## src/tdcc_defines.svh

```systemverilog
// Opcodes, field positions, reset value and counts of the block.
`ifndef TDCC_DEFINES_SVH
`define TDCC_DEFINES_SVH

// ----------------------------------------------------------------------
// Serial access
// ----------------------------------------------------------------------
`define TDCC_OP_WRITE       8'h42
`define TDCC_OP_READ        8'hc2
`define TDCC_OP_BITS        5'h08
`define TDCC_FRAME_BITS     5'h18

// ----------------------------------------------------------------------
// Calibration and control register
// ----------------------------------------------------------------------
`define TDCC_CTRL_RESET     16'h0000
`define TDCC_CTRL_MASK      16'h0fff
`define TDCC_MON_EN_BIT     11
`define TDCC_MON_SEL_BIT    10
`define TDCC_IRQ_EN_BIT     9
`define TDCC_CONT_BIT       8
`define TDCC_PER_CYCLE_BIT  7
`define TDCC_SETTLE_MSB     6
`define TDCC_SETTLE_LSB     4
`define TDCC_SPAN_MSB       3
`define TDCC_SPAN_LSB       0

// ----------------------------------------------------------------------
// Oscillator settle counts, in 32.768 kHz periods
// ----------------------------------------------------------------------
`define TDCC_SETTLE_0       8'h10
`define TDCC_SETTLE_1       8'h30
`define TDCC_SETTLE_2       8'h60
`define TDCC_SETTLE_3       8'h80
`define TDCC_SETTLE_4       8'ha8
`define TDCC_SETTLE_CONT    3'h5

`endif

```

## src/tdcc_pkg.sv

```systemverilog
// Types shared by the calibration and control block.
package tdcc_pkg;

    typedef struct packed {
        logic [3:0] reserved;
        logic       monitor_pin_enable;
        logic       monitor_source_select;
        logic       irq_pin_enable;
        logic       event_timing_continuous;
        logic       per_cycle_irq;
        logic [2:0] settle_sel;
        logic [3:0] cal_span;
    } tdcc_ctrl_t;

    typedef enum logic [1:0] {
        TDCC_SPI_OP  = 2'b00,
        TDCC_SPI_WR  = 2'b01,
        TDCC_SPI_RD  = 2'b11,
        TDCC_SPI_IGN = 2'b10
    } tdcc_spi_t;

    typedef enum logic [1:0] {
        TDCC_OSC_OFF    = 2'b00,
        TDCC_OSC_SETTLE = 2'b01,
        TDCC_OSC_RUN    = 2'b11
    } tdcc_osc_t;

endpackage : tdcc_pkg

```

## src/tdcc_ctrl.sv

```systemverilog
// Calibration and control register with its serial port and pin logic.
// Summary of operation
// - Bit 9 enables the active-low interrupt pin; all sources OR onto it.
// - Bit 8 cleared: event command runs a single measurement sequence.
// - Bit 7 set: interrupt after every measurement cycle if pin enabled.
// - Bit 7 cleared: interrupt timing follows only the continuous bit.
// - Bits 6:4 codes 0,1,2 wait 16, 48, 96 slow-clock periods.
// - Codes 3,4 wait 128, 168 periods; codes 5 to 7 keep oscillator on.
// - Monitor disabled drives the pin low; enabled, the selected source.
// - Bits 3:0: calibration window is field plus one slow-clock periods.
`include "tdcc_defines.svh"
`timescale 1ns/1ps
module tdcc_ctrl (
    input  wire logic mclk,
    input  wire logic nrst,
    input  wire logic spi_sclk,
    input  wire logic spi_cs_n,
    input  wire logic spi_mosi,
    output logic      spi_miso,
    output logic      spi_miso_oe_n,
    input  wire logic clk32k,
    input  wire logic comparator_in,
    input  wire logic launch_dir_in,
    output logic      monitor_out_pin,
    input  wire logic evt_running,
    input  wire logic cycle_done,
    input  wire logic seq_done,
    input  wire logic irq_other,
    input  wire logic irq_clear,
    output logic      int_n,
    output logic      evt_halt,
    output logic      evt_repeat,
    input  wire logic osc_request,
    output logic      osc_enable,
    output logic      osc_ready,
    input  wire logic cal_start,
    output logic      cal_window
);

    // ------------------------------------------------------------------
    // Input synchronisation
    // ------------------------------------------------------------------
    logic [5:0] raw_in;
    logic [5:0] syn;
    logic       sclk_s, cs_n_s, mosi_s, cmp_s, dir_s, slow_s;
    logic       sclk_d, slow_d;
    assign raw_in = {spi_sclk, spi_cs_n, spi_mosi,
                     comparator_in, launch_dir_in, clk32k};
    assign {sclk_s, cs_n_s, mosi_s, cmp_s, dir_s, slow_s} = syn;
    tdcc_sync2 #(.W(6)) u_sync (
        .mclk (mclk),
        .nrst (nrst),
        .d    (raw_in),
        .q    (syn)
    );
    logic sclk_rise, sclk_fall, tick32;
    assign sclk_rise = sclk_s & ~sclk_d & ~cs_n_s;
    assign sclk_fall = ~sclk_s & sclk_d & ~cs_n_s;
    assign tick32    = slow_s & ~slow_d;

    // ------------------------------------------------------------------
    // Serial register access
    // ------------------------------------------------------------------
    tdcc_pkg::tdcc_ctrl_t ctrl, next_ctrl;
    tdcc_pkg::tdcc_spi_t  spi_st, next_spi_st;
    logic [4:0]  bit_cnt, next_bit_cnt;
    logic [15:0] sh_in, next_sh_in;
    logic [15:0] sh_out, next_sh_out;
    logic        next_miso, next_miso_oe_n;
    always_comb begin
        next_ctrl      = ctrl;
        next_spi_st    = spi_st;
        next_bit_cnt   = bit_cnt;
        next_sh_in     = sh_in;
        next_sh_out    = sh_out;
        next_miso      = spi_miso;
        next_miso_oe_n = ~(spi_st == tdcc_pkg::TDCC_SPI_RD) | cs_n_s;
        if (cs_n_s) begin
            next_spi_st  = tdcc_pkg::TDCC_SPI_OP;
            next_bit_cnt = 5'h00;
            next_miso    = 1'b0;
        end else if (sclk_rise) begin
            next_sh_in   = {sh_in[14:0], mosi_s};
            next_bit_cnt = bit_cnt + 5'h01;
            case (spi_st)
                tdcc_pkg::TDCC_SPI_OP: begin
                    if (next_bit_cnt == `TDCC_OP_BITS) begin
                        if (next_sh_in[7:0] == `TDCC_OP_WRITE) begin
                            next_spi_st = tdcc_pkg::TDCC_SPI_WR;
                        end else if (next_sh_in[7:0] == `TDCC_OP_READ) begin
                            next_spi_st = tdcc_pkg::TDCC_SPI_RD;
                            next_sh_out = ctrl & `TDCC_CTRL_MASK;
                        end else begin
                            next_spi_st = tdcc_pkg::TDCC_SPI_IGN;
                        end
                    end
                end
                tdcc_pkg::TDCC_SPI_WR: begin
                    if (next_bit_cnt == `TDCC_FRAME_BITS) begin
                        next_ctrl   = next_sh_in & `TDCC_CTRL_MASK;
                        next_spi_st = tdcc_pkg::TDCC_SPI_IGN;
                    end
                end
                tdcc_pkg::TDCC_SPI_RD: begin
                    if (next_bit_cnt == `TDCC_FRAME_BITS) begin
                        next_spi_st = tdcc_pkg::TDCC_SPI_IGN;
                    end
                end
                default: begin
                    next_spi_st = tdcc_pkg::TDCC_SPI_IGN;
                end
            endcase
        end else if (sclk_fall && spi_st == tdcc_pkg::TDCC_SPI_RD) begin
            next_miso   = sh_out[15];
            next_sh_out = {sh_out[14:0], 1'b0};
        end
    end
    always_ff @(posedge mclk or negedge nrst) begin
        if (!nrst) begin
            ctrl          <= `TDCC_CTRL_RESET;
            spi_st        <= tdcc_pkg::TDCC_SPI_OP;
            bit_cnt       <= 5'h00;
            sh_in         <= 16'h0000;
            sh_out        <= 16'h0000;
            spi_miso      <= 1'b0;
            spi_miso_oe_n <= 1'b1;
            sclk_d        <= 1'b0;
            slow_d        <= 1'b0;
        end else begin
            ctrl          <= next_ctrl;
            spi_st        <= next_spi_st;
            bit_cnt       <= next_bit_cnt;
            sh_in         <= next_sh_in;
            sh_out        <= next_sh_out;
            spi_miso      <= next_miso;
            spi_miso_oe_n <= next_miso_oe_n;
            sclk_d        <= sclk_s;
            slow_d        <= slow_s;
        end
    end

    // ------------------------------------------------------------------
    // Monitor pin and event interrupt
    // ------------------------------------------------------------------
    logic irq_pend, next_irq_pend;
    logic next_mon, next_int_n, next_halt, event_irq;
    always_comb begin
        next_mon = 1'b0;
        if (ctrl.monitor_pin_enable) begin
            next_mon = ctrl.monitor_source_select ? cmp_s : dir_s;
        end
        // With continuous timing and no per-cycle interrupt the engine
        // raises nothing of its own; the host polls or stops it.
        event_irq = evt_running &
                    ((ctrl.per_cycle_irq & cycle_done) |
                     (~ctrl.per_cycle_irq &
                      ~ctrl.event_timing_continuous & seq_done));
        // A new event outranks a clear in the same cycle.
        next_irq_pend = event_irq | (irq_pend & ~irq_clear);
        next_int_n    = ~(ctrl.irq_pin_enable &
                          (next_irq_pend | irq_other));
        next_halt     = evt_running & seq_done &
                        ~ctrl.event_timing_continuous;
    end
    always_ff @(posedge mclk or negedge nrst) begin
        if (!nrst) begin
            monitor_out_pin <= 1'b0;
            irq_pend        <= 1'b0;
            int_n           <= 1'b1;
            evt_halt        <= 1'b0;
            evt_repeat      <= 1'b0;
        end else begin
            monitor_out_pin <= next_mon;
            irq_pend        <= next_irq_pend;
            int_n           <= next_int_n;
            evt_halt        <= next_halt;
            evt_repeat      <= next_ctrl.event_timing_continuous;
        end
    end

    // ------------------------------------------------------------------
    // Oscillator settle timer and calibration window
    // ------------------------------------------------------------------
    tdcc_pkg::tdcc_osc_t osc_st, next_osc_st;
    logic [7:0] settle_cnt, next_settle_cnt, settle_lim;
    logic       osc_cont, next_osc_en, next_osc_rdy;
    logic [3:0] cal_cnt, next_cal_cnt;
    logic       next_cal_win;
    always_comb begin
        osc_cont = ctrl.settle_sel >= `TDCC_SETTLE_CONT;
        case (ctrl.settle_sel)
            3'h0:    settle_lim = `TDCC_SETTLE_0;
            3'h1:    settle_lim = `TDCC_SETTLE_1;
            3'h2:    settle_lim = `TDCC_SETTLE_2;
            3'h3:    settle_lim = `TDCC_SETTLE_3;
            default: settle_lim = `TDCC_SETTLE_4;
        endcase
        next_osc_st     = osc_st;
        next_settle_cnt = settle_cnt;
        case (osc_st)
            tdcc_pkg::TDCC_OSC_OFF: begin
                next_settle_cnt = 8'h00;
                if (osc_request) begin
                    next_osc_st = osc_cont ? tdcc_pkg::TDCC_OSC_RUN
                                           : tdcc_pkg::TDCC_OSC_SETTLE;
                end
            end
            tdcc_pkg::TDCC_OSC_SETTLE: begin
                if (!osc_request) begin
                    next_osc_st = tdcc_pkg::TDCC_OSC_OFF;
                end else if (osc_cont) begin
                    next_osc_st = tdcc_pkg::TDCC_OSC_RUN;
                end else if (tick32) begin
                    next_settle_cnt = settle_cnt + 8'h01;
                    if (next_settle_cnt == settle_lim) begin
                        next_osc_st = tdcc_pkg::TDCC_OSC_RUN;
                    end
                end
            end
            tdcc_pkg::TDCC_OSC_RUN: begin
                if (!osc_request) begin
                    next_osc_st = tdcc_pkg::TDCC_OSC_OFF;
                end
            end
            default: begin
                next_osc_st = tdcc_pkg::TDCC_OSC_OFF;
            end
        endcase
        next_osc_en  = osc_cont | (next_osc_st != tdcc_pkg::TDCC_OSC_OFF);
        next_osc_rdy = next_osc_st == tdcc_pkg::TDCC_OSC_RUN;
        next_cal_win = cal_window;
        next_cal_cnt = cal_cnt;
        if (cal_start && !cal_window) begin
            next_cal_win = 1'b1;
            next_cal_cnt = 4'h0;
        end else if (cal_window && tick32) begin
            next_cal_cnt = cal_cnt + 4'h1;
            if (cal_cnt == ctrl.cal_span) begin
                next_cal_win = 1'b0;
            end
        end
    end
    always_ff @(posedge mclk or negedge nrst) begin
        if (!nrst) begin
            osc_st     <= tdcc_pkg::TDCC_OSC_OFF;
            settle_cnt <= 8'h00;
            osc_enable <= 1'b0;
            osc_ready  <= 1'b0;
            cal_cnt    <= 4'h0;
            cal_window <= 1'b0;
        end else begin
            osc_st     <= next_osc_st;
            settle_cnt <= next_settle_cnt;
            osc_enable <= next_osc_en;
            osc_ready  <= next_osc_rdy;
            cal_cnt    <= next_cal_cnt;
            cal_window <= next_cal_win;
        end
    end
endmodule : tdcc_ctrl

```

## src/tdcc_sync2.sv

```systemverilog
// Two-stage synchroniser for a bundle of asynchronous inputs.
`timescale 1ns/1ps
module tdcc_sync2 #(
    parameter int W = 1
) (
    input  wire logic         mclk,
    input  wire logic         nrst,
    input  wire logic [W-1:0] d,
    output logic      [W-1:0] q
);
    logic [W-1:0] stage1;

    always_ff @(posedge mclk or negedge nrst) begin
        if (!nrst) begin
            stage1 <= '0;
            q      <= '0;
        end else begin
            stage1 <= d;
            q      <= stage1;
        end
    end
endmodule : tdcc_sync2

```

## config.mk

```make
export PLATFORM = sky130hd
export DESIGN_NAME = tdcc_ctrl
export DESIGN_NICKNAME = d
export VERILOG_FILES = /design/src/tdcc_pkg.sv /design/src/tdcc_ctrl.sv /design/src/tdcc_sync2.sv
export VERILOG_INCLUDE_DIRS = /design/src
export SDC_FILE = /design/constraint.sdc
export NUM_CORES = 1
export LEC_CHECK = 0
export BUFFER_PORTS_ARGS = -buffer_cell sky130_fd_sc_hd__buf_2
export CAP_MARGIN = 25
export CORE_MARGIN = 8
export CORE_UTILIZATION = 54
export CTS_CLUSTER_DIAMETER = 60
export DETAILED_ROUTE_END_ITERATION = 10
export PLACE_DENSITY = 0.78
export SETUP_SLACK_MARGIN = 0.4
export SLEW_MARGIN = 20
export SYNTH_ARGS = -nofsm -noshare
export SYNTH_HDL_FRONTEND = slang
export SYNTH_SLANG_ARGS = --single-unit
```

## constraint.sdc

```tcl
create_clock -name mclk -period 1.9 [get_ports mclk]
set_input_delay 0.285 -clock mclk [delete_from_list [all_inputs] [get_ports mclk]]
set_output_delay 0.285 -clock mclk [all_outputs]
set_load 0.05 [all_outputs]
```

After elaboration in Yosys (flattened, before gate mapping)
Cells that the tools add are included.
Word-level totals
  flip-flop bits (word level): 83
  input port bits: 15
  output and inout bits: 9
  word-level logic and storage cells: 142
Cells by class
  add/subtract/negate cells: 3
  magnitude comparators: 1
  eq/ne operators: 24
  mux-type cells: 38
  bitwise logic cells: 27
  reductions and logical operators: 22
Operators by type and width (count)
  16-bit two-way mux: 6
  8-bit one-hot mux with 4 select lines: 1
  2-bit two-way mux: 12
  8-bit two-way mux: 3
  8-bit one-hot mux with 2 select lines: 1
  2-bit nonzero test: 7
  1-bit AND: 13
  5-bit two-way mux: 2
  1-bit two-way mux: 9
  1-bit inverter: 9
  8-bit by 1-bit adder with 8-bit output, second input constant: 1
  8-bit by 7-bit == test with 1-bit output, second input constant: 1
  8-bit == test: 1
  8-bit == test, second input constant: 1
  4-bit two-way mux: 2
  2-bit by 1-bit != test with 1-bit output, second input constant: 4
  2-bit != test, second input constant: 4
  4-bit AND reduction: 2
  2-bit == test, second input constant: 3
  3-bit by 2-bit == test with 1-bit output, second input constant: 2
  2-bit one-hot mux with 3 select lines: 1
  2-bit AND reduction: 3
  6-bit AND reduction: 1
  5-bit by 1-bit adder with 5-bit output, second input constant: 1
  other kinds (17): 25

Longest topological paths before layout
  depth in word-level cells: 10
  gate-level depth with buffers: 7
  depth with buffers taken out: 6

Hierarchy
Synthesis repeated with hierarchy kept, for this count alone.
Unflattened totals
  cells, all modules: 287
  area, all modules: 3723.6 um2
By module, submodules not included
  tdcc_ctrl: times used 1, cells each 275, area an instance 3423.3 um2, seq. area each 1779.2 um2
  tdcc_sync2: times used 1, cells each 12, area an instance 300.3 um2, seq. area each 300.3 um2

Worst setup path before layout
No wires, ideal clock.
  path type: register to register
  from: register bit_cnt[3]
  to: register ctrl[0] (netlist name)
  library setup time: 0.125 ns
  data arrival time: 1.788 ns
  data required time: 1.775 ns
  slack: -0.013 ns
  stages on the path, launching flop included: 7
  path buffers: 1
  period minus slack after synthesis: 1.913 ns
  cell sequence: dfrtp_1 -> and4b_1 -> a21oi_1 -> nand3b_4 -> or4b_4 -> buf_6 -> mux2_4
On the way
  longest elaborated chain between the ends: 3
Ends and longest elaborated chain
  start, declared: RTL line tdcc_ctrl.sv:66  | logic [4:0] bit_cnt, next_bit_cnt;
  start signal, assigned: RTL line tdcc_ctrl.sv:132  | bit_cnt <= next_bit_cnt;
  5-bit by 1-bit adder with 5-bit output: RTL line tdcc_ctrl.sv:84  | next_bit_cnt = bit_cnt + 5'h01;
  5-bit == test (no line)
  4-bit AND reduction (no line)
  end signal, assigned: RTL line tdcc_ctrl.sv:120  | ctrl <= `TDCC_CTRL_RESET;
  end signal, assigned: RTL line tdcc_ctrl.sv:130  | ctrl <= next_ctrl;
  end, declared: RTL line tdcc_ctrl.sv:64  | tdcc_pkg::tdcc_ctrl_t ctrl, next_ctrl;
Every way passes these cells.
A chain may end at the register's enable or synchronous reset.

Worst setup path in the final report
  from: register bit_cnt[3]
  to: register ctrl[11] (netlist name)
Same word-level chain as after synthesis.

==> results.toml <==
[synth]
ys.flop_type = "dfrtp_1"
syn_nets = 307
async_reset_ff_share_pct = 100
synth_edf_count = 0
synth_area_leaders = "dfrtp_1 55%, mux2_2 11%, mux2_4 4.0%, xnor2_1 2.6%, o21ai_0 2.2%"
synth.largest_area_cell = "dfrtp_1"
synth.distinct_cells = 52
syn_area_mm2 = 0.00371
synth_seq_cells = 83
synthCells = 289
ys_warn_count = 0
ys_seq_area_share_pct = 56.0
avgSynthCellArea_um2 = 12.9
synth_top_area_share_pct = 54.6

[finish]
synthToLayoutAreaGrowth_pct = 23.6
final_cell_mix = "79 x dfrtp_1, 35 x mux2_2, 35 x buf_4"
nets = 374
final_common_cell = "dfrtp_1"
n_fill_cell = 463
fin_util_pct = 68.4
seq_area_mm2 = 0.00208
multiInputGateArea_mm2 = 0.00175
stdcell_count = 441
antennaDiodeCount = 0
fin_area_mm2 = 0.00459
drive_gt1_share_pct = 44.3

[grt]
grt_pass1_vias = 2589
grt_usage_pct = 15.4
antenna_found_initial = 0
grt_pass1_wl_um = 12100
grt_overflow = 0
grt_max_degree = 40

[placed_design]
port_buffers = 23
gp_congestion = 0.837
hpwlAfterDp_um = 4680
placedCellCount = 410
pre_cts_ws_ns = -0.0455
placed_cell_area_mm2 = 0.00413

[clock_network]
ctsHtreeMaxLevel = 3
clkTransAtPathRegs_ns = 0.10
worstSkewPairLatency_ns = 0.36
cts_root_buf = "clkbuf_8"
cts_tree = "done"
cts.sink_count = 83
cts_made_buffers = 9
clockBufferDepth = 2

[power]
switchingPower_uw = 1090
pwr-share-seq_pct = 54.5
peakVddDrop_mv = 0.551
leakage_uw = 0.00219
switching_share_pct = 28.7
intPower_uw = 2700
powerDensity_mw_per_mm2 = 826
clkPwrFrac_pct = 31.9
p_comb_share_pct = 13.6

[sta]
rsz0062_at_grt = "yes"
slew_viol_final = 0
fmax_ghz = 0.527
skew_ns = 0.0102
setup_slack_ns = 0.00252
worst_pin_slew_ns = 0.348
slew_headroom_pct = 76.7
setup_tns_ns = 0
hold_violations = 0
fin_crit_ns = 1.90
fin_crit_sh_pct = 99.9
finalSetupViolations = 0

[detailed_routing]
dr.pass1.iters = 4
drt-total-wl_um = 7230
vias_per_cell = 5.64
ant_nets = 0
post-route-drc-count = 0
vias = 2487
drtIter0Drc = 109
wl_per_cell_um = 16.4

[floorplanning]
die_h_um = 98.9
initial_utilization_pct = 55.3
io-pin-count = 24
std_cell_rows = 30
die_w_um = 98.9
die_area_mm2 = 0.00979
core_area_mm2 = 0.00672

[worst_setup_path]
crit_type = "reg -> reg"
cp_max_fo = 6
arrival_ns = 2.14
cp-start-kind = "register"
required_ns = 2.15
crit_path_end_kind = "register"

[hold_path]
hp-class = "in -> reg"

[job]
max-cap-violations = 0

[outcome]
run_status = "completed"
## layer usage
metal	GRT usage (%)	up-vias	routed length, µm
met5	0	-	0
met4	8.62	0	145
met3	3.31	14	269
met2	24.3	42	3520
met1	19.2	1254	3300
li1	-	1177	-
## logic make-up (layout without fill, tap and decap cells)
| family | Yosys count | after routing | synth area share, % |
|---|---|---|---|
| DFF | 83 | 83 | 56.0 |
| and+or+nand+nor | 77 | 78 | 12.5 |
| muxes | 50 | 50 | 16.0 |
| AOI/OAI and AO/OA | 44 | 44 | 8.25 |
| xor gates and xnor gates | 19 | 19 | 4.48 |
| buffers and inverters | 13 | 84 | 1.82 |
| adders and majority gates | 3 | 3 | 1.01 |
## state kept, by name, indices dropped and copies added (netlist names), 2 cells and up
| signal | cells |
|---|---|
| bit_cnt | 5 |
| cal_cnt | 4 |
| ctrl | 11 |
| osc_st | 2 |
| settle_cnt | 8 |
| sh_in | 11 |
| sh_out | 16 |
| spi_st | 2 |
| u_sync.q | 6 |
| u_sync.stage1 | 6 |
## critical path, stage by stage (launching register included)
cell and delay, ns:
dfrtp_1 0.39, and4b_1 0.26, a21oi_2 0.04, nand3b_4 0.17, or4b_4 0.59, mux2_4 0.34
## stage by stage
stage,power [µW],hold WS [ns]
CTS,3790,0.00917
floorplan,2340,-0.0106
detailed placement,2540,0.193
global route,3970,0.00548
finish,3790,0.0245
global placement,2510,0.183
## cell usage after synthesis (2+ instances only)
cell type and n:
a22o_1 8, nor2b_1 7, ha_1 3, nor3_1 3, nor2_1 16, dfstp_2 2
buf_2 3, o21ai_0 16, nand2_1 17, and3_1 3, dfrtp_1 81, o31ai_1 4
clkbuf_1 2, nor3b_1 3, nand4_1 4, buf_6 2, a21oi_1 3, mux2_2 35
mux2i_1 5, xor2_1 8, nand3_1 6, inv_1 5, xnor2_1 11, nand2b_1 3
a32o_1 2, a211oi_1 2, mux2_4 10
## final cells by class
class                      instances  area share [%]
clock buffer                       9            2.70
timing repair buffer              63            9.94
inverter                           5           0.409
multi-input combinational        194            38.0
sequential                        83            45.3
clock inverter                     7            1.44
tap                               80            2.18
## final timing paths
path / cells past startpoint / from / slack, ns / to
max: 5 / bit_cnt[3] / 0.003 / ctrl[11]
max in group asynchronous: 3 / nrst / 0.94 / sh_out[2]
min in group asynchronous: 2 / nrst / 0.34 / irq_pend
min reg2reg: 0 / u_sync.stage1[0] / 0.35 / u_sync.q[0]
max reg2reg: 5 / bit_cnt[3] / 0.003 / ctrl[11]
min: 1 / comparator_in / 0.02 / u_sync.stage1[2]
## power by group through the flow
stage	Clock, µW	Sequential (µW)	Combinational (µW)
finish	1210	2070	514
global route	1320	2090	559
CTS	1250	2060	477
detailed placement	0	2090	447
global placement	0	2080	426
floorplan	0	2090	252
## what timing repair did
item | 4_1_cts | 5_1_grt
endpoints found under the setup margin | 36 | 47
gates resized for setup | 12 | 26
gates cloned | 1 | 0
buffers inserted | 5 | 8
hold endpoints to repair | 17 | 0
hold buffers | 1 | 0
pin swaps | 3 | 8
Note: power is estimated with default switching activity, not from simulation.
